$ cat src/core/cmix_map.svh
`ifndef CMIX_MAP_SVH
`define CMIX_MAP_SVH

// ==========================================================
// Register offsets (index; byte address is four times this)
`define CMIX_IDX_AUX3        4'h6
`define CMIX_IDX_MIC         4'h7
`define CMIX_IDX_MONO        4'h8
`define CMIX_IDX_CTRL        4'h9
`define CMIX_IDX_STATUS      4'ha

// ==========================================================
// Field positions
`define CMIX_LEFT_MUTE_BIT   15
`define CMIX_LEFT_GAIN_LO    8
`define CMIX_RIGHT_MUTE_BIT  7
`define CMIX_RIGHT_GAIN_LO   0
`define CMIX_ALL_MUTE_BIT    7
`define CMIX_MONO_OUT_BIT    6
`define CMIX_HP_MUTE_BIT     5
`define CMIX_HP_SWING_BIT    4
`define CMIX_SUM_MUTE_BIT    3
`define CMIX_DAC2_TIME_BIT   1
`define CMIX_DAC1_TIME_BIT   0
`define CMIX_CTRL_PDN_BIT    0
`define CMIX_CTRL_AAM_BIT    1
`define CMIX_CTRL_ANA_BIT    2

// ==========================================================
// Writable bit masks (reserved bits always read zero)
`define CMIX_MIX_WMASK       16'h9f9f
`define CMIX_MONO_WMASK      16'h9ffb
`define CMIX_CTRL_WMASK      16'h0007

// ==========================================================
// Reset values
`define CMIX_MIX_RESET       16'h8888
`define CMIX_MONO_RESET      16'h8800
`define CMIX_CTRL_RESET      16'h0006

// ==========================================================
// Timing: gain change timeout, 10 ms minimum of the 10 to 12 ms window
`define CMIX_CLK_HZ          125000000
`define CMIX_TIMEOUT_US      10000
`define CMIX_TIMEOUT_CYC     ((`CMIX_CLK_HZ / 1000000) * `CMIX_TIMEOUT_US)

`endif

$ cat src/core/cmix_pkg.sv
package cmix_pkg;

	typedef struct packed {
		logic       left_mute;
		logic [4:0] left_gain;
		logic       right_mute;
		logic [4:0] right_gain;
	} cmix_path_t;

	typedef struct packed {
		logic       mono_input_mute;
		logic [4:0] mono_input_gain;
		logic       all_mix_mute;
		logic       mono_output_mute;
		logic       headphone_output_mute;
		logic       headphone_swing_select;
		logic       sum_input_mute;
		logic       dac_two_change_timing;
		logic       dac_one_change_timing;
	} cmix_misc_t;

	typedef struct packed {
		logic        cyc;
		logic        stb;
		logic        we;
		logic [3:0]  adr;
		logic [1:0]  sel;
		logic [15:0] dat;
	} cmix_wb_req_t;

	typedef enum logic [1:0] {
		CMIX_IDLE    = 2'b00,
		CMIX_PENDING = 2'b01,
		CMIX_APPLY   = 2'b10
	} cmix_gain_state_t;

endpackage : cmix_pkg

$ cat src/core/cmix_regs.sv
// Added by the designer: the Wishbone register port.
`timescale 1ns/1ps
`include "cmix_map.svh"

// Operation
// - Aux-3 register: left mute 15, left gain 12:8, right mute 7, right gain 4:0.
// - Mix mute bit 0 enables its path, 1 mutes it.
// - Gain codes step -1.5 dB per LSB; 00000 +12 dB, 01000 0 dB, 11111 -34.5 dB.
// - Aux-3 and microphone registers reset to 8888 hex.
// - Reset pin or power-down pin low holds them at default, ignoring writes.
// - Conversion power-down bit at 1 holds them at default, ignoring writes.
// - Analog-to-mix or analog-channel enable at 0 holds them at default.
// - Microphone register uses the same layout as aux-3.
// - Address 8 high byte: mono input mute 15, mono gain 12:8.
// - Timing bit 1 applies gain now; 0 waits for zero crossing or 10 ms timeout.
// - All-mix mute mutes every mix path into DAC1 regardless of own bits.
module cmix_regs
	import cmix_pkg::*;
#(
	parameter int unsigned TIMEOUT_CYC = `CMIX_TIMEOUT_CYC
) (
	input  wire logic        clk_i,
	input  wire logic        rst_i,
	input  wire logic        reset_pin_n_i,
	input  wire logic        power_down_pin_n_i,
	input  wire logic        wb_cyc_i,
	input  wire logic        wb_stb_i,
	input  wire logic        wb_we_i,
	input  wire logic [5:0]  wb_adr_i,
	input  wire logic [3:0]  wb_sel_i,
	input  wire logic [31:0] wb_dat_i,
	output logic      [31:0] wb_dat_o,
	output logic             wb_ack_o,
	input  wire logic        dac1_zero_cross_i,
	input  wire logic        dac2_zero_cross_i,
	input  wire logic        dac1_gain_change_i,
	input  wire logic        dac2_gain_change_i,
	output logic             dac1_gain_apply_o,
	output logic             dac2_gain_apply_o,
	output cmix_path_t       aux_three_eff_o,
	output cmix_path_t       microphone_eff_o,
	output cmix_misc_t       misc_eff_o
);

	// ==========================================================
	// Pin synchronisers
	logic [1:0] reset_pin_sync;
	logic [1:0] pdn_pin_sync;
	logic [1:0] zc1_sync;
	logic [1:0] zc2_sync;

	always_ff @(posedge clk_i) begin
		if (rst_i) begin
			reset_pin_sync <= 2'b00;
			pdn_pin_sync   <= 2'b00;
			zc1_sync       <= 2'b00;
			zc2_sync       <= 2'b00;
		end else begin
			reset_pin_sync <= {reset_pin_sync[0], reset_pin_n_i};
			pdn_pin_sync   <= {pdn_pin_sync[0], power_down_pin_n_i};
			zc1_sync       <= {zc1_sync[0], dac1_zero_cross_i};
			zc2_sync       <= {zc2_sync[0], dac2_zero_cross_i};
		end
	end

	// ==========================================================
	// Register storage
	logic [15:0]  aux_three_mix_control;
	logic [15:0]  microphone_mix_control;
	logic [15:0]  mono_mix_and_misc_control;
	logic [15:0]  codec_enable_control;
	logic         hold_default;
	cmix_wb_req_t req;
	logic         wr_en;

	function automatic logic [15:0] merge16(input logic [15:0] old, input logic [15:0] nv,
		input logic [1:0] sel, input logic [15:0] mask);
		logic [15:0] m;
		m = {{8{sel[1]}}, {8{sel[0]}}} & mask;
		merge16 = (old & ~m) | (nv & m);
	endfunction : merge16

	assign req.cyc = wb_cyc_i;
	assign req.stb = wb_stb_i;
	assign req.we  = wb_we_i;
	assign req.adr = wb_adr_i[5:2];
	assign req.sel = wb_sel_i[1:0];
	assign req.dat = wb_dat_i[15:0];
	assign wr_en   = req.cyc && req.stb && req.we && !wb_ack_o;

	// Pin holds are seen through the synchroniser, so they act two cycles late
	assign hold_default = !reset_pin_sync[1] || !pdn_pin_sync[1]
		|| codec_enable_control[`CMIX_CTRL_PDN_BIT]
		|| !codec_enable_control[`CMIX_CTRL_AAM_BIT]
		|| !codec_enable_control[`CMIX_CTRL_ANA_BIT];

	// Reserved bits are masked off; the host is expected to write them as zero anyway
	always_ff @(posedge clk_i) begin
		if (rst_i || hold_default) begin
			aux_three_mix_control  <= `CMIX_MIX_RESET;
			microphone_mix_control <= `CMIX_MIX_RESET;
		end else if (wr_en) begin
			if (req.adr == `CMIX_IDX_AUX3)
				aux_three_mix_control <= merge16(aux_three_mix_control, req.dat,
					req.sel, `CMIX_MIX_WMASK);
			if (req.adr == `CMIX_IDX_MIC)
				microphone_mix_control <= merge16(microphone_mix_control, req.dat,
					req.sel, `CMIX_MIX_WMASK);
		end
	end

	always_ff @(posedge clk_i) begin
		if (rst_i || !reset_pin_sync[1] || !pdn_pin_sync[1]) begin
			mono_mix_and_misc_control <= `CMIX_MONO_RESET;
		end else if (wr_en && req.adr == `CMIX_IDX_MONO) begin
			mono_mix_and_misc_control <= merge16(mono_mix_and_misc_control, req.dat,
				req.sel, `CMIX_MONO_WMASK);
		end
	end

	always_ff @(posedge clk_i) begin
		if (rst_i) begin
			codec_enable_control <= `CMIX_CTRL_RESET;
		end else if (wr_en && req.adr == `CMIX_IDX_CTRL) begin
			codec_enable_control <= merge16(codec_enable_control, req.dat,
				req.sel, `CMIX_CTRL_WMASK);
		end
	end

	// ==========================================================
	// Wishbone answer: one wait state (ack registered the cycle after the strobe), ack drops after one cycle
	logic [15:0] rd_word;

	always_comb begin
		case (req.adr)
			`CMIX_IDX_AUX3:   rd_word = aux_three_mix_control;
			`CMIX_IDX_MIC:    rd_word = microphone_mix_control;
			`CMIX_IDX_MONO:   rd_word = mono_mix_and_misc_control;
			`CMIX_IDX_CTRL:   rd_word = codec_enable_control;
			`CMIX_IDX_STATUS: rd_word = {13'h0000, hold_default, dac2_gain_apply_o, dac1_gain_apply_o};
			default:          rd_word = 16'h0000;
		endcase
	end

	always_ff @(posedge clk_i) begin
		if (rst_i) begin
			wb_ack_o <= 1'b0;
			wb_dat_o <= 32'h0000_0000;
		end else begin
			wb_ack_o <= req.cyc && req.stb && !wb_ack_o;
			wb_dat_o <= {16'h0000, rd_word};
		end
	end

	// ==========================================================
	// Effective mix settings
	function automatic cmix_path_t to_path(input logic [15:0] r, input logic all_mute);
		cmix_path_t p;
		p.left_mute  = r[`CMIX_LEFT_MUTE_BIT] | all_mute;
		p.left_gain  = r[`CMIX_LEFT_GAIN_LO +: 5];
		p.right_mute = r[`CMIX_RIGHT_MUTE_BIT] | all_mute;
		p.right_gain = r[`CMIX_RIGHT_GAIN_LO +: 5];
		to_path = p;
	endfunction : to_path

	logic all_mute;
	assign all_mute = mono_mix_and_misc_control[`CMIX_ALL_MUTE_BIT];

	always_ff @(posedge clk_i) begin
		if (rst_i) begin
			aux_three_eff_o  <= to_path(`CMIX_MIX_RESET, 1'b0);
			microphone_eff_o <= to_path(`CMIX_MIX_RESET, 1'b0);
			misc_eff_o       <= '0;
		end else begin
			aux_three_eff_o  <= to_path(aux_three_mix_control, all_mute);
			microphone_eff_o <= to_path(microphone_mix_control, all_mute);
			misc_eff_o.mono_input_mute        <= mono_mix_and_misc_control[15] | all_mute;
			misc_eff_o.mono_input_gain        <= mono_mix_and_misc_control[12:8];
			misc_eff_o.all_mix_mute           <= all_mute;
			misc_eff_o.mono_output_mute       <= mono_mix_and_misc_control[`CMIX_MONO_OUT_BIT];
			misc_eff_o.headphone_output_mute  <= mono_mix_and_misc_control[`CMIX_HP_MUTE_BIT];
			misc_eff_o.headphone_swing_select <= mono_mix_and_misc_control[`CMIX_HP_SWING_BIT];
			misc_eff_o.sum_input_mute         <= mono_mix_and_misc_control[`CMIX_SUM_MUTE_BIT] | all_mute;
			misc_eff_o.dac_two_change_timing  <= mono_mix_and_misc_control[`CMIX_DAC2_TIME_BIT];
			misc_eff_o.dac_one_change_timing  <= mono_mix_and_misc_control[`CMIX_DAC1_TIME_BIT];
		end
	end

	// ==========================================================
	// DAC gain change timing, one engine per DAC
	logic [1:0] change_req;
	logic [1:0] zc_now;
	logic [1:0] immediate;
	logic [1:0] apply;
	logic [1:0] zc_prev;

	assign change_req = {dac2_gain_change_i, dac1_gain_change_i};
	assign immediate  = {mono_mix_and_misc_control[`CMIX_DAC2_TIME_BIT],
		mono_mix_and_misc_control[`CMIX_DAC1_TIME_BIT]};

	always_ff @(posedge clk_i) begin
		if (rst_i)
			zc_prev <= 2'b00;
		else
			zc_prev <= {zc2_sync[1], zc1_sync[1]};
	end

	// A midscale crossing is taken as a rising edge of the crossing flag
	assign zc_now = {zc2_sync[1], zc1_sync[1]} & ~zc_prev;

	genvar g;
	generate
		for (g = 0; g < 2; g++) begin : gen_dac
			cmix_gain_state_t state;
			logic [23:0]      timer;

			always_ff @(posedge clk_i) begin
				if (rst_i) begin
					state <= CMIX_IDLE;
					timer <= 24'h000000;
				end else begin
					case (state)
						CMIX_IDLE: begin
							timer <= 24'h000000;
							if (change_req[g])
								state <= immediate[g] ? CMIX_APPLY : CMIX_PENDING;
						end
						CMIX_PENDING: begin
							timer <= timer + 24'h000001;
							if (immediate[g] || zc_now[g] || timer >= 24'(TIMEOUT_CYC - 1))
								state <= CMIX_APPLY;
						end
						CMIX_APPLY: begin
							state <= CMIX_IDLE;
						end
						default: state <= CMIX_IDLE;
					endcase
				end
			end

			assign apply[g] = (state == CMIX_APPLY);

			AST_TIMEOUT_BOUND: assert property (@(posedge clk_i) disable iff (rst_i)
				state == CMIX_PENDING |-> timer < 24'(TIMEOUT_CYC))
				else $error("Gain change waited past timeout");
		end
	endgenerate

	assign dac1_gain_apply_o = apply[0];
	assign dac2_gain_apply_o = apply[1];

	// ==========================================================
	// Checks
	AST_HOLD_DEFAULT: assert property (@(posedge clk_i) disable iff (rst_i)
		$past(hold_default) |-> aux_three_mix_control == `CMIX_MIX_RESET)
		else $error("Aux-3 register not at default while held");

	AST_HOLD_MIC: assert property (@(posedge clk_i) disable iff (rst_i)
		$past(codec_enable_control[`CMIX_CTRL_PDN_BIT]) |-> microphone_mix_control == `CMIX_MIX_RESET)
		else $error("Mic register not at default under power-down bit");

	AST_ENABLE_HOLD: assert property (@(posedge clk_i) disable iff (rst_i)
		!$past(codec_enable_control[`CMIX_CTRL_AAM_BIT]) |-> aux_three_mix_control == `CMIX_MIX_RESET)
		else $error("Aux-3 register not at default with mix disabled");

	AST_MIC_PIN_HOLD: assert property (@(posedge clk_i) disable iff (rst_i)
		$past(!reset_pin_sync[1] || !pdn_pin_sync[1]) |-> microphone_mix_control == `CMIX_MIX_RESET)
		else $error("Mic register not at default while a pin is low");

	AST_MIC_ENABLE_HOLD: assert property (@(posedge clk_i) disable iff (rst_i)
		!$past(codec_enable_control[`CMIX_CTRL_ANA_BIT]) |-> microphone_mix_control == `CMIX_MIX_RESET)
		else $error("Mic register not at default with analog channels off");

	AST_AUX_PDN_HOLD: assert property (@(posedge clk_i) disable iff (rst_i)
		$past(codec_enable_control[`CMIX_CTRL_PDN_BIT]) |-> aux_three_mix_control == `CMIX_MIX_RESET)
		else $error("Aux-3 register not at default under power-down bit");

	AST_RESERVED_ZERO: assert property (@(posedge clk_i) disable iff (rst_i)
		(aux_three_mix_control & ~`CMIX_MIX_WMASK) == 16'h0000
		&& (mono_mix_and_misc_control & ~`CMIX_MONO_WMASK) == 16'h0000)
		else $error("Reserved bit set");

	AST_MIC_RESERVED: assert property (@(posedge clk_i) disable iff (rst_i)
		(microphone_mix_control & ~`CMIX_MIX_WMASK) == 16'h0000)
		else $error("Mic reserved bit set");

	AST_AUX_WRITE: assert property (@(posedge clk_i) disable iff (rst_i)
		wr_en && req.adr == `CMIX_IDX_AUX3 && req.sel == 2'b11 && !hold_default
		|=> aux_three_mix_control == ($past(req.dat) & `CMIX_MIX_WMASK))
		else $error("Aux-3 write not stored");

	AST_MIC_WRITE: assert property (@(posedge clk_i) disable iff (rst_i)
		wr_en && req.adr == `CMIX_IDX_MIC && req.sel == 2'b11 && !hold_default
		|=> microphone_mix_control == ($past(req.dat) & `CMIX_MIX_WMASK))
		else $error("Mic write not stored");

	AST_MONO_WRITE: assert property (@(posedge clk_i) disable iff (rst_i)
		wr_en && req.adr == `CMIX_IDX_MONO && req.sel == 2'b11 && reset_pin_sync[1] && pdn_pin_sync[1]
		|=> mono_mix_and_misc_control == ($past(req.dat) & `CMIX_MONO_WMASK))
		else $error("Mono write not stored");

	AST_ALL_MUTE: assert property (@(posedge clk_i) disable iff (rst_i)
		$past(all_mute) |-> aux_three_eff_o.left_mute && microphone_eff_o.right_mute
		&& misc_eff_o.mono_input_mute)
		else $error("All-mix mute not applied");

	AST_ALL_MUTE_REST: assert property (@(posedge clk_i) disable iff (rst_i)
		$past(all_mute) |-> aux_three_eff_o.right_mute && microphone_eff_o.left_mute
		&& misc_eff_o.sum_input_mute && misc_eff_o.all_mix_mute)
		else $error("All-mix mute missed a path");

	AST_MUTE_PASS: assert property (@(posedge clk_i) disable iff (rst_i)
		!$past(all_mute) |-> aux_three_eff_o.right_mute == $past(aux_three_mix_control[`CMIX_RIGHT_MUTE_BIT])
		&& aux_three_eff_o.left_gain == $past(aux_three_mix_control[`CMIX_LEFT_GAIN_LO +: 5]))
		else $error("Mix mute or gain not passed through");

	AST_MIC_PASS: assert property (@(posedge clk_i) disable iff (rst_i)
		!$past(all_mute) |-> microphone_eff_o.left_mute == $past(microphone_mix_control[`CMIX_LEFT_MUTE_BIT])
		&& microphone_eff_o.right_gain == $past(microphone_mix_control[`CMIX_RIGHT_GAIN_LO +: 5]))
		else $error("Mic mute or gain not passed through");

	AST_MONO_PASS: assert property (@(posedge clk_i) disable iff (rst_i)
		!$past(rst_i) && !$past(all_mute) |-> misc_eff_o.mono_input_mute == $past(mono_mix_and_misc_control[15])
		&& misc_eff_o.mono_input_gain == $past(mono_mix_and_misc_control[12:8]))
		else $error("Mono input mute or gain not passed through");

	AST_MISC_BITS: assert property (@(posedge clk_i) disable iff (rst_i)
		!$past(rst_i) |-> misc_eff_o.mono_output_mute == $past(mono_mix_and_misc_control[`CMIX_MONO_OUT_BIT])
		&& misc_eff_o.headphone_output_mute == $past(mono_mix_and_misc_control[`CMIX_HP_MUTE_BIT])
		&& misc_eff_o.headphone_swing_select == $past(mono_mix_and_misc_control[`CMIX_HP_SWING_BIT])
		&& misc_eff_o.dac_one_change_timing == $past(mono_mix_and_misc_control[`CMIX_DAC1_TIME_BIT]))
		else $error("Output setting bit not passed through");

	AST_IMMEDIATE: assert property (@(posedge clk_i) disable iff (rst_i)
		gen_dac[0].state == CMIX_IDLE && change_req[0] && immediate[0]
		|=> dac1_gain_apply_o ##1 !dac1_gain_apply_o)
		else $error("Immediate gain change not applied next cycle");

	AST_IMMEDIATE_TWO: assert property (@(posedge clk_i) disable iff (rst_i)
		gen_dac[1].state == CMIX_IDLE && change_req[1] && immediate[1]
		|=> dac2_gain_apply_o ##1 !dac2_gain_apply_o)
		else $error("Immediate DAC2 gain change not applied next cycle");

	AST_ZC_APPLY: assert property (@(posedge clk_i) disable iff (rst_i)
		gen_dac[0].state == CMIX_PENDING && zc_now[0] |=> dac1_gain_apply_o)
		else $error("Zero crossing did not apply DAC1 gain");

	AST_ZC_APPLY_TWO: assert property (@(posedge clk_i) disable iff (rst_i)
		gen_dac[1].state == CMIX_PENDING && zc_now[1] |=> dac2_gain_apply_o)
		else $error("Zero crossing did not apply DAC2 gain");

	AST_APPLY_PULSE: assert property (@(posedge clk_i) disable iff (rst_i)
		apply != 2'b00 |=> (apply & $past(apply)) == 2'b00)
		else $error("Gain apply held longer than one cycle");

	AST_ACK_AFTER_REQ: assert property (@(posedge clk_i) disable iff (rst_i)
		req.cyc && req.stb && !wb_ack_o |=> wb_ack_o)
		else $error("Request not acknowledged next cycle");

	AST_ACK_PULSE: assert property (@(posedge clk_i) disable iff (rst_i)
		wb_ack_o |=> !wb_ack_o)
		else $error("Ack held longer than one cycle");

endmodule : cmix_regs

$ cat config.mk
export PLATFORM = sky130hd
export DESIGN_NAME = cmix_regs
export DESIGN_NICKNAME = d
export VERILOG_FILES = /design/src/core/cmix_pkg.sv /design/src/core/cmix_regs.sv
export VERILOG_INCLUDE_DIRS = /design/src /design/src/core
export SDC_FILE = /design/constraint.sdc
export NUM_CORES = 1
export LEC_CHECK = 0
export CAP_MARGIN = 0
export CORE_MARGIN = 3
export CORE_UTILIZATION = 45
export CTS_CLUSTER_DIAMETER = 80
export CTS_CLUSTER_SIZE = 8
export DETAILED_ROUTE_END_ITERATION = 10
export DONT_BUFFER_PORTS = 1
export PLACE_DENSITY = 0.59
export SLEW_MARGIN = 20
export SYNTH_ARGS = -nofsm -noshare
export SYNTH_HDL_FRONTEND = slang
export SYNTH_SLANG_ARGS = --single-unit
$ cat constraint.sdc
create_clock -name clk_i -period 6 [get_ports clk_i]
set_input_delay 0.3 -clock clk_i [delete_from_list [all_inputs] [get_ports clk_i]]
set_output_delay 0.3 -clock clk_i [all_outputs]
set_load 0.005 [all_outputs]
Yosys cells after proc, flatten, opt, wreduce, memory -nomap -nowiden
Cells that the tools add are included.
{"block": "totals", "regBits": 196, "elab_cells": 113}
{"block": "classes", "add_sub_neg": 2, "n_lt_le_gt_ge": 2, "n_eq_ne": 13, "mux": 11, "bitwise": 22, "reduce_logical": 30}
{"operator": "16-bit AND", "count": 6}
{"operator": "24-bit case mux with 2 select lines", "count": 2}
{"operator": "16-bit case mux with 5 select lines", "count": 1}
{"operator": "16-bit bitwise OR", "count": 4}
{"operator": "24-bit by 1-bit adder with 24-bit output, second input constant", "count": 2}
{"operator": "24-bit by 21-bit greater-or-equal comparator with 1-bit output, second input constant", "count": 2}
{"operator": "16-bit NOT", "count": 2}
{"operator": "16-bit by 3-bit AND with 16-bit output", "count": 1}
{"operator": "3-bit NOT with 16-bit output", "count": 1}
{"operator": "4-bit equality test, second input constant", "count": 3}
{"operator": "2-bit 2-to-1 mux", "count": 6}
{"operator": "1-bit logical OR", "count": 11}
{"operator": "4-bit by 3-bit equality test with 1-bit output, second input constant", "count": 2}
{"operator": "2-bit != test, second input constant", "count": 4}
{"operator": "2-bit case mux with 2 select lines", "count": 2}
{"operator": "2-bit AND reduction", "count": 4}
{"operator": "1-bit logical AND", "count": 6}
{"operator": "1-bit bitwise OR", "count": 6}
{"operator": "1-bit logical NOT", "count": 5}
{"operator": "2-bit by 1-bit equality test with 1-bit output, second input constant", "count": 2}
{"operator": "2-bit equality test, second input constant", "count": 2}
{"operator": "2-bit logical NOT", "count": 2}
{"operator": "2-bit nonzero test", "count": 2}
{"operator": "2-bit AND", "count": 1}
{"operator": "2-bit NOT", "count": 1}

Depth between registers and ports, before layout
Gate-level depths: netlist (run 1).
{"block": "logic_depth", "ltp_word": 6, "mapped_depth": 6}

Worst setup path after synthesis (run 1)
No wires, ideal clock.
{"block": "synth_path", "kind": "register -> register", "from": "register gen_dac[0].timer[0]", "to": "register gen_dac[0].timer[22]", "setup_ns": 0.071, "arrival_time_ns": 1.878, "path_slack_ns": 4.051, "path_stages_with_launch": 7, "cell_sequence": "dfxtp_1 -> ha_1 -> nand3b_4 -> or4_4 -> buf_6 -> or4_1 -> a21oi_1"}
{"block": "synth_between", "elab_chain_len": 2}
{"item": "start, declared", "line": "cmix_regs.sv:215", "text": "logic [23:0] timer;"}
{"item": "start signal, assigned", "line": "cmix_regs.sv:229", "text": "timer <= timer + 24'h000001;"}
{"item": "24-bit by 1-bit adder with 24-bit output", "line": "cmix_regs.sv:229"}
{"item": "24-bit case mux with 2 select lines", "line": "cmix_regs.sv:222", "text": "case (state)"}
Every way passes these cells.
A chain may end at the register's enable or synchronous reset.

Worst setup path in the final report (run 1)
{"block": "layout_path", "from": "register gen_dac[0].state[1]", "to": "register gen_dac[0].timer[23]"}
{"block": "layout_between", "elab_chain_len": 2, "elab_cells_between_ends": 4}
{"item": "start, declared", "line": "cmix_regs.sv:214", "text": "cmix_gain_state_t state;"}
{"item": "start signal, assigned", "line": "cmix_regs.sv:226", "text": "state <= immediate[g] ? CMIX_APPLY : CMIX_PENDING;"}
{"item": "2-bit by 1-bit equality test with 1-bit output / 2-bit logical NOT (equally long branches)", "line": "cmix_regs.sv:222"}
{"item": "24-bit case mux with 2 select lines / 2-bit nonzero test (equally long branches)"}
Parallel ways exist; a longest one is shown, timed or not.

==> results of run 1 <==
-- worst paths after layout --
check | from | endpoint | cells after the start
setup / recovery | gen_dac[0].state[1]$_SDFFE_PP0P_ | gen_dac[0].timer[23]$_SDFFE_PP0P_ | 4
hold / removal | reset_pin_n_i | reset_pin_sync[0]$_SDFF_PP0_ | 1
setup reg to reg | gen_dac[0].state[1]$_SDFFE_PP0P_ | gen_dac[0].timer[23]$_SDFFE_PP0P_ | 4
hold reg to reg | zc2_sync[0]$_SDFF_PP0_ | zc2_sync[1]$_SDFF_PP0_ | 1
-- cells by family (layout without fill, tap and decap cells) --
kind of cell             Yosys count  count (layout)  synth area share (%)
XOR/XNOR                          19              19                  2.72
AND/OR/NAND/NOR                  267             267                  23.9
adder cells (fa/ha/maj)            2               2                 0.410
flip-flops                       154             154                  50.5
AO/OA/AOI/OAI                    101             101                  10.6
buffers and inverters             59              54                  5.04
multiplexers                      41              41                  6.72
other                              1              18                0.0614
-- per-layer routing --
metal | track usage, % | up-vias | share of wire [%]
met4 | 8.40 | 0 | 1.7
met5 | 0 | - | 0
li1 | - | 2245 | -
met2 | 31.0 | 110 | 48
met1 | 23.8 | 2160 | 44
met3 | 5.90 | 21 | 6.3
-- report_power, final --
| group | internal, µW | leakage [µW] | switching (µW) |
|---|---|---|---|
| registers | 1030 | 0.00124 | 9.90 |
| logic | 23.7 | 0.00101 | 36.5 |
| clock network | 562 | 0.000256 | 410 |
| total | 1620 | 0.00251 | 457 |
-- critical path: cells and delay by family (launching register included) --
| family | cells | cell delay, ns |
|---|---|---|
| simple gates | 3 | 1.47 |
| flops | 1 | 0.40 |
| compound gates | 1 | 0.17 |
-- layout make-up --
type,count,area share [%]
clock inverter,9,0.975
tap,172,3.16
multi-input combinational,448,41.2
sequential,154,45.3
clock buffer,23,7.03
timing repair buffer,10,1.66
inverter,12,0.662
-- per-stage QoR --
| step | hold WS [ns] | power (µW) |
|---|---|---|
| 2_1_floorplan | 0.410 | 1110 |
| 3_3_place_gp | 0.383 | 1110 |
| 3_5_place_dp | 0.383 | 1110 |
| 4_1_cts | 0.0000117 | 2100 |
| 5_1_grt | 0.0118 | 2150 |
| 6_report | 0.0174 | 2070 |
-- repair_timing --
item / in CTS / in global routing
hold endpoints to repair: 62 / 0
hold buffers: 8 / 0
buffers inserted: 0 / 0
-- cell usage in the layout, fill, tap and decap left out, types with 15 or more instances in the layout --
cell       instances
o21ai_0           15
a21oi_1           40
nand3_1           19
dfxtp_1          154
nor2b_1           41
nand4_1           15
nand2_1           39
conb_1            18
mux2i_1           41
clkbuf_16         17
or3_1             17
nor2_1            69
-- cell usage after synthesis (all sizes together), types with 11 or more instances --
library cell,n,area (µm²)
dfxtp,154,3080
nor2,69,259
mux2i,41,410
nor2b,41,257
a21oi,40,200
nand2,39,146
clkbuf,26,97.6
buf,21,165
nand3,20,105
or3,17,106
or4,16,128
nand4,15,93.8
o21ai,15,75.1
o31ai,14,105
inv,12,45.0
xnor2,12,105
a22oi,11,82.6
nor3,11,55.1
==> out/metrics.yaml, run 1 <==
final_layout:
  post-route-util_pct: 52.6
  antenna_cells: 0
  finalNetCount: 698
  layout-drive-gt1-share_pct: 7.47
  regArea_mm2: 0.00308
  nFillCells: 1192
  post-route-cell-area_mm2: 0.00680
  area_growth_syn_to_layout_pct: 11.4
  multi_input_area_mm2: 0.00280
  fin_cells: 828
die:
  ios: 125
  start_util_pct: 47.2
  dieArea_mm2: 0.0150
  die_x_um: 122
  fp.dieH_um: 122
  rows: 41
  core_area_mm2: 0.0129
sta:
  fin_crit_sh_pct: 35.3
  setup_viol: 0
  tightest_slew_ns: 0.977
  maxSlewViolCount: 0
  fin_skew_ns: 0.00857
  rsz0062_at_grt: "false"
  fin_crit_ns: 2.12
  slew_headroom_pct: 34.8
  fmax_ghz: 0.472
  setup_slack_ns: 3.88
  finalHoldViolCount: 0
  finalSetupTns_ns: 0
detailed_routing:
  drt_pass1_iterations: 4
  drc: 0
  drtAntennaViolNets: 0
  via_count: 4536
  via_per_inst: 5.48
  drt_iter0_drc: 234
  routed_wl_um: 13800
  wl_per_cell_um: 16.7
hold_path:
  hp-class: "in -> reg"
logic_synthesis:
  synthesis.area_mm2: 0.00611
  synth_cells: 644
  async_flop_share_pct: 0
  synth_seq_cells: 154
  ys_types: 53
  synth_edf_count: 0
  ys_seq_area_share_pct: 50.5
  yosys_warnings: 0
  avgSynthCellArea_um2: 9.48
  synth_ff_type: "dfxtp_1"
clocking:
  post_cts_resized: 0
  clockBufferDepth: 2
  clkTransAtPathRegs_ns: 0.06
  clock_latency_ns: 0.42
  htreeDepth: 4
  cts_sinks: 154
  cts_tree: "built"
  cts_made_buffers: 17
  root_buffer: "clkbuf_16"
power:
  max-vdd-ir-drop_v: 0.000194
  leakagePower_uw: 0.00251
  p_per_area_mw_per_mm2: 305
global_routing:
  grt_max_degree: 54
  grt_overflow: 0
  grt_usage_pct: 19.2
  grt_pass1_vias: 4424
  grt_first_pass_wirelength_um: 22400
  antenna_found_initial: 1
placed_design:
  hpwl_um: 9150
  port_buffers: 0
  place_ws_ns: 3.87
  place_inst: 788
  gp_congestion: 0.785
  placed_cell_area_mm2: 0.00616
critical_path:
  required_ns: 6.34
  end_kind: "register"
  path_max_fanout: 13
  cpPeakStageDelay_ns: 0.59
  cpMaxStageDelayCell: "or4_4"
  arrival_ns: 2.46
  rrSetupSlack_ns: 3.88
  worst_setup_path_start_kind: "register"
  cp_cell_sequence: "nand4b_1 -> or4_4 -> or4_1 -> a21oi_1"
  crit_type: "reg -> reg"
run_status:
  status: "completed"
job:
  drv_cap: 0
Note: power is estimated with default switching activity, not from simulation.
==> run 2, diff against run 1 <==
--- a/config.mk
+++ b/config.mk
@@ -6,6 +6,7 @@
 export SDC_FILE = /design/constraint.sdc
 export NUM_CORES = 1
 export LEC_CHECK = 0
+export ABC_AREA = 1
 export CAP_MARGIN = 0
 export CORE_MARGIN = 3
 export CORE_UTILIZATION = 45
==> constraint.sdc (replaced) <==
create_clock -name clk_i -period 2.1 [get_ports clk_i]
set_input_delay 0.105 -clock clk_i [delete_from_list [all_inputs] [get_ports clk_i]]
set_output_delay 0.105 -clock clk_i [all_outputs]
set_load 0.005 [all_outputs]
==> run 2 against run 1 <==
Sequential share of layout area is 4.7 points lower. Design area increased by 11%. Critical path depth rose by 3. Via count rose by 18%. Highest routed layer unchanged. Critical path type is now in -> reg. Synthesized cell count is 38% higher.
==> out/metrics.yaml, run 2 <==
run_status:
  status: "completed"
clocking:
  clock_latency_ns: 0.43  # about the same
  clockBufferDepth: 2  # unchanged
  post_cts_resized: 0  # unchanged
  cts.hold.buffers_added: 29  # +21
  cts_setup_buffers: 0  # unchanged
  htreeDepth: 4  # unchanged
  cts_made_buffers: 17  # unchanged
  clkTransAtPathRegs_ns: 0.07  # about the same
  cts_tree: "built"
  cts_sinks: 154  # unchanged
  root_buffer: "clkbuf_16"
logic_synthesis:
  yosys.cell_count.top_type: "nor2_1"
  yosys-top-cells-count: "nor2_1 (160), dfxtp_1 (154), nand2_1 (152), inv_1 (134), a21oi_1 (49)"
  synth_edf_count: 0  # unchanged
  yosysTopAreaCellShare_pct: 46.6  # -3.8 points
  avgSynthCellArea_um2: 7.44  # -22%
  ys_seq_area_share_pct: 46.6  # -3.8 points
  synthesis.area_mm2: 0.00661  # +8.2%
  synth_cells: 888  # +38%
  yosys_warnings: 0  # unchanged
  ys_types: 40  # -25%
  synth_ff_type: "dfxtp_1"
  netlist.top_cell.by_area: "dfxtp_1"
  synth_seq_cells: 154  # unchanged
  synth_area_leaders: "dfxtp_1 (47%), nor2_1 (9.1%), nand2_1 (8.6%)"
  async_flop_share_pct: 0  # unchanged
detailed_routing:
  via_per_inst: 4.81  # -12%
  routed_wl_um: 14800  # +7.7%
  drt_iter0_drc: 327  # +40%
  via_count: 5368  # +18%
  wl_per_cell_um: 13.3  # -20%
  drt_pass1_iterations: 5  # +1
  drc: 0  # unchanged
  drtAntennaViolNets: 0  # unchanged
die:
  start_util_pct: 46.7  # -0.53 points
  rows: 43  # +4.9%
  fp.dieH_um: 127  # +3.8%
  core_area_mm2: 0.0141  # +9.5%
  dieArea_mm2: 0.0162  # +7.8%
  die_x_um: 127  # +3.8%
  ios: 125  # unchanged
placed_design:
  hpwl_um: 10500  # +15%
  gp_congestion: 0.852  # +8.5%
  port_buffers: 0  # unchanged
  placed_cell_area_mm2: 0.00669  # +8.7%
  place_ws_ns: 0.567  # -3.30 ns
final_layout:
  final_common_cell: "nor2_1"
  layout-drive-gt1-share_pct: 10.4  # +2.9 points
  nFillCells: 1390  # +17%
  multi_input_area_mm2: 0.00279  # -0.40%
  regArea_mm2: 0.00308  # unchanged
  mostFrequentLayoutCells: "nor2_1 (160), dfxtp_1 (154), nand2_1 (152)"
  post-route-cell-area_mm2: 0.00758  # +11%
  area_growth_syn_to_layout_pct: 14.7
  finalNetCount: 978  # +40%
sta:
  setup_viol: 0  # unchanged
  tightest_slew_ns: 0.537  # -0.440 ns
  fin_crit_ns: 1.85
  fin_crit_sh_pct: 88.3
  rsz0062_at_grt: "false"
  whs_ns: 0.0105  # -0.00694 ns
  finalHoldViolCount: 0  # unchanged
  maxSlewViolCount: 0  # unchanged
  fmax_ghz: 0.539
  fin_skew_ns: 0.00980  # +0.00123 ns
  slew_headroom_pct: 64.1  # +29 points
  finalSetupTns_ns: 0  # unchanged
  setup_slack_ns: 0.246  # -3.64 ns
critical_path:
  cpPeakStageDelay_ns: 0.58  # about the same
  crit_type: "in -> reg"
  path_max_fanout: 13  # unchanged
  required_ns: 2.47  # -3.87 ns
  r2r_start: "wb_ack_o$_SDFF_PP0_"
  worst_setup_path_start_kind: "input pin"
  cp-startpoint: "wb_adr_i[4]"
  cp_cell_sequence: "dlygate4sd3_1 -> nor2_4 -> nand3_4 -> nor2_4 -> o21ai_1 -> a21oi_2 -> dlygate4sd3_1"
  arrival_ns: 2.23  # -0.23 ns
  cpMaxStageDelayCell: "dlygate4sd3_1"
  end_kind: "register"
global_routing:
  grt_usage_pct: 19.4  # +0.12 points
  grt_first_pass_wirelength_um: 25100  # +12%
  antenna_found_initial: 1  # unchanged
  grt_max_degree: 56  # +3.7%
  grt_pass1_vias: 5170  # +17%
  grt_overflow: 0  # unchanged
hold_path:
  hp-class: "in -> reg"
  worstHoldStart: "rst_i"
power:
  p_per_area_mw_per_mm2: 819  # +170%
  power_uw: 6210  # +200%
  max-vdd-ir-drop_v: 0.000542  # +180%
  leakagePower_uw: 0.00318  # +26%
job:
  drv_cap: 0  # unchanged
run 2: cell types whose count changed after synthesis, sizes merged, moves of 12 or more:
| cell | previous run | this run |
|---|---|---|
| nand2 | 39 | 158 |
| or3 | 17 | 0 |
| nor2 | 69 | 183 |
| xnor2 | 12 | 0 |
| inv | 12 | 141 |
| nand3 | 20 | 40 |
| or4 | 16 | 0 |
| buf | 21 | 35 |
| nor2b | 41 | 0 |
| clkbuf | 26 | 1 |
| mux2i | 41 | 0 |
| o31ai | 14 | 0 |
| o21ai | 15 | 50 |
run 2: layout make-up:
type	instances	share of cell area, %
Antenna cell	1	0.0330
Clock buffer	17	5.61
Clock inverter	15	2.00
Inverter	146	7.28
Multi-Input combinational cell	569	36.8
Sequential cell	154	40.7
Tap cell	180	2.97
Timing Repair Buffer	35	4.65
run 2: kinds of logic after synthesis:
group                    share of synthesized area [%]
adder cells (fa/ha/maj)                          0.379
AO/OA/AOI/OAI                                     11.5
AND/OR/NAND/NOR                                   29.3
buffers and inverters                             12.1
flip-flops                                        46.6
other                                           0.0567
run 2: worst paths after layout:
path              cells after the start                            end  slack (ns)
setup / recovery                      7                       register        0.25
hold / removal                        2  aux_three_eff_o[8]$_SDFF_PP0_        0.01
setup reg to reg                      6                       register        0.26
hold reg to reg                       2     pdn_pin_sync[1]$_SDFF_PP0_        0.41
run 2: critical path: cells and delay by family:
| kind | cells | cell delay [ns] |
|---|---|---|
| buffers and inverters | 2 | 1.13 |
| AO/OA/AOI/OAI | 2 | 0.22 |
| AND/OR/NAND/NOR | 3 | 0.77 |
run 2: metrics by stage:
stage | std cells | utilization, %
after floorplan | 905 | -
after global placement | 1055 | 47.3
after detailed placement | 1055 | 47.3
after CTS | 1116 | 53.6
after global routing | 1117 | 53.6
final | 1117 | 53.6
run 2: power breakdown:
part           internal (µW)  total (µW)  switching (µW)
sequential              2950        2970            19.6
clock                   1680        2990            1310
combinational           93.2         253             160
total                   4720        6210            1490
run 2: per-layer routing:
metal | global-route usage, % | vias up | wire (µm)
met5 | 0 | - | 0
met3 | 6.19 | 17 | 685
met1 | 24.6 | 2399 | 7000
met4 | 6.44 | 0 | 193
met2 | 31.3 | 104 | 6970
li1 | - | 2848 | -
==> run 3, diff against run 2 <==
--- a/config.mk
+++ b/config.mk
@@ -14,6 +14,7 @@
 export CTS_CLUSTER_SIZE = 8
 export DETAILED_ROUTE_END_ITERATION = 10
 export DONT_BUFFER_PORTS = 1
+export MAX_ROUTING_LAYER = met4
 export PLACE_DENSITY = 0.59
 export SLEW_MARGIN = 20
 export SYNTH_ARGS = -nofsm -noshare
==> run 3 against run 2 <==
Clock skew increased by 0.0016 ns. Sequential share of layout area unchanged. Design area unchanged. Non-clock buffer count unchanged. Sequential power about the same. Die area unchanged. Flip-flop and latch count unchanged. Power increased by 0.22%. Hold slack got worse by 0.0029 ns.
==> out/metrics.yaml, run 3 (synthesis gave the netlist of run 2 again) <==
critical_path:
  cpMaxStageDelayCell: "dlygate4sd3_1"
  cpPeakStageDelay_ns: 0.58  # about the same
  path_max_fanout: 13  # unchanged
  cp_cell_sequence: "dlygate4sd3_1 -> nor2_4 -> nand3_4 -> nor2_4 -> o21ai_1 -> a21oi_2 -> dlygate4sd3_1"
  arrival_ns: 2.22  # about the same
  required_ns: 2.48  # about the same
  end_kind: "register"
  crit_type: "in -> reg"
  worst_setup_path_start_kind: "input pin"
global_routing:
  met2_usage_pct: 31.2  # about the same
  grt_first_pass_wirelength_um: 25200  # +0.16%
  grt_util_met1_pct: 24.9  # +0.29 points
  antenna_found_initial: 1  # unchanged
  grt_overflow: 0  # unchanged
  grt_usage_pct: 20.0  # +0.61 points
  grt_most_used_layer: "met2"
  met3_usage_pct: 5.18  # -1.0 points
  grt_max_degree: 56  # unchanged
  grt_pass1_vias: 5175  # +0.097%
sta:
  finalHoldViolCount: 0  # unchanged
  slew_headroom_pct: 64.6  # +0.53 points
  setup_viol: 0  # unchanged
  maxSlewViolCount: 0  # unchanged
  rsz0062_at_grt: "false"
  fmax_ghz: 0.544  # +0.78%
  fin_skew_ns: 0.0114  # +0.00165 ns
  finalSetupTns_ns: 0  # unchanged
  tightest_slew_ns: 0.529  # -0.00799 ns
  fin_crit_ns: 1.84  # -0.0143 ns
  fin_crit_sh_pct: 87.6  # -0.68 points
job:
  drv_cap: 0  # unchanged
power:
  p_per_area_mw_per_mm2: 821  # +0.22%
  leakagePower_uw: 0.00318  # unchanged
  max-vdd-ir-drop_v: 0.000552  # +1.9%
clocking:
  cts_sinks: 154  # unchanged
  post_cts_resized: 0  # unchanged
  cts_made_buffers: 17  # unchanged
  htreeDepth: 4  # unchanged
  cts_tree: "built"
  clockBufferDepth: 2  # unchanged
  clkTransAtPathRegs_ns: 0.07  # about the same
  clock_latency_ns: 0.43  # about the same
  root_buffer: "clkbuf_16"
detailed_routing:
  drc: 0  # unchanged
  drtAntennaViolNets: 0  # unchanged
  via_per_inst: 4.84  # +0.65%
  via_count: 5403  # +0.65%
  wl_per_cell_um: 13.4  # +0.46%
  routed_wl_um: 14900  # +0.46%
  drt_iter0_drc: 332  # +1.5%
  drt_pass1_iterations: 5  # unchanged
final_layout:
  finalNetCount: 978  # unchanged
  final_common_cell: "nor2_1"
  mostFrequentLayoutCells: "nor2_1 (160), dfxtp_1 (154), nand2_1 (152)"
  nFillCells: 1390  # unchanged
  layout-drive-gt1-share_pct: 10.4  # unchanged
  area_growth_syn_to_layout_pct: 14.7  # unchanged
  post-route-util_pct: 53.6  # unchanged
die:
  fp.dieH_um: 127  # unchanged
  start_util_pct: 46.7  # unchanged
  dieArea_mm2: 0.0162  # unchanged
  core_area_mm2: 0.0141  # unchanged
  die_x_um: 127  # unchanged
  ios: 125  # unchanged
  rows: 43  # unchanged
placed_design:
  gp_congestion: 0.866  # +1.6%
  port_buffers: 0  # unchanged
  hpwl_um: 10500  # unchanged
hold_path:
  hp-class: "in -> reg"
run_status:
  status: "completed"
## run 3: cell counts in the layout (fill, tap and decap cells not counted)
Identical to the previous run, type by type.
## run 3: timing repair
item | in CTS | in global routing
setup endpoints to repair | 0 | 0
hold buffers | 29 | 0
buffers inserted | 0 | 0
endpoints found under the hold margin | 104 | 0
## run 3: routing by layer
layer / part of all wire [%] / wire [µm]
met1: 47 / 7010
met2: 47 / 6950
met3: 4.6 / 692
met4: 1.8 / 262
met5: 0 / 0
## run 3: stage by stage
step                      cells  setup slack [ns]  hold WS [ns]  total power [µW]  instance area, µm²
after CTS                  1116             0.299      0.000567              6290                7580
after detailed placement   1055             0.567         0.184              3220                6690
after global routing       1117             0.104        0.0148              6450                7580
after global placement     1055             0.566         0.183              3210                6690
final                      1117             0.261       0.00753              6220                7580
after floorplan             905             0.794         0.212              3210                6670
## run 3: final timing paths
kind,slack (ns),end,startpoint,depth (start not counted)
worst min register to register,0.41,pdn_pin_sync[1]$_SDFF_PP0_,pdn_pin_sync[0]$_SDFF_PP0_,2
worst min-delay path,0.008,reset_pin_sync[1]$_SDFF_PP0_,rst_i,2
worst max register to register,0.27,register,wb_ack_o$_SDFF_PP0_,6
worst max-delay path,0.26,register,wb_adr_i[4],7
## run 3: layout make-up
class,count,area (µm²),area share [%]
sequential,154,3080,40.7
multi-input combinational,569,2790,36.8
inverter,146,552,7.28
clock buffer,17,425,5.61
timing repair buffer,35,353,4.65
tap,180,225,2.97
clock inverter,15,151,2.00
antenna,1,2.50,0.0330
## run 3: worst max-delay path, delay by kind of cell
kind	cells	cell delay, ns
buffers and inverters	2	1.13
AND/OR/NAND/NOR	3	0.76
AO/OA/AOI/OAI	2	0.22
## run 3: power breakdown
part           total (µW)  switching (µW)  internal, µW
combinational         254             161          93.2
clock                3000            1330          1670
sequential           2970            19.6          2950
total                6220            1510          4710
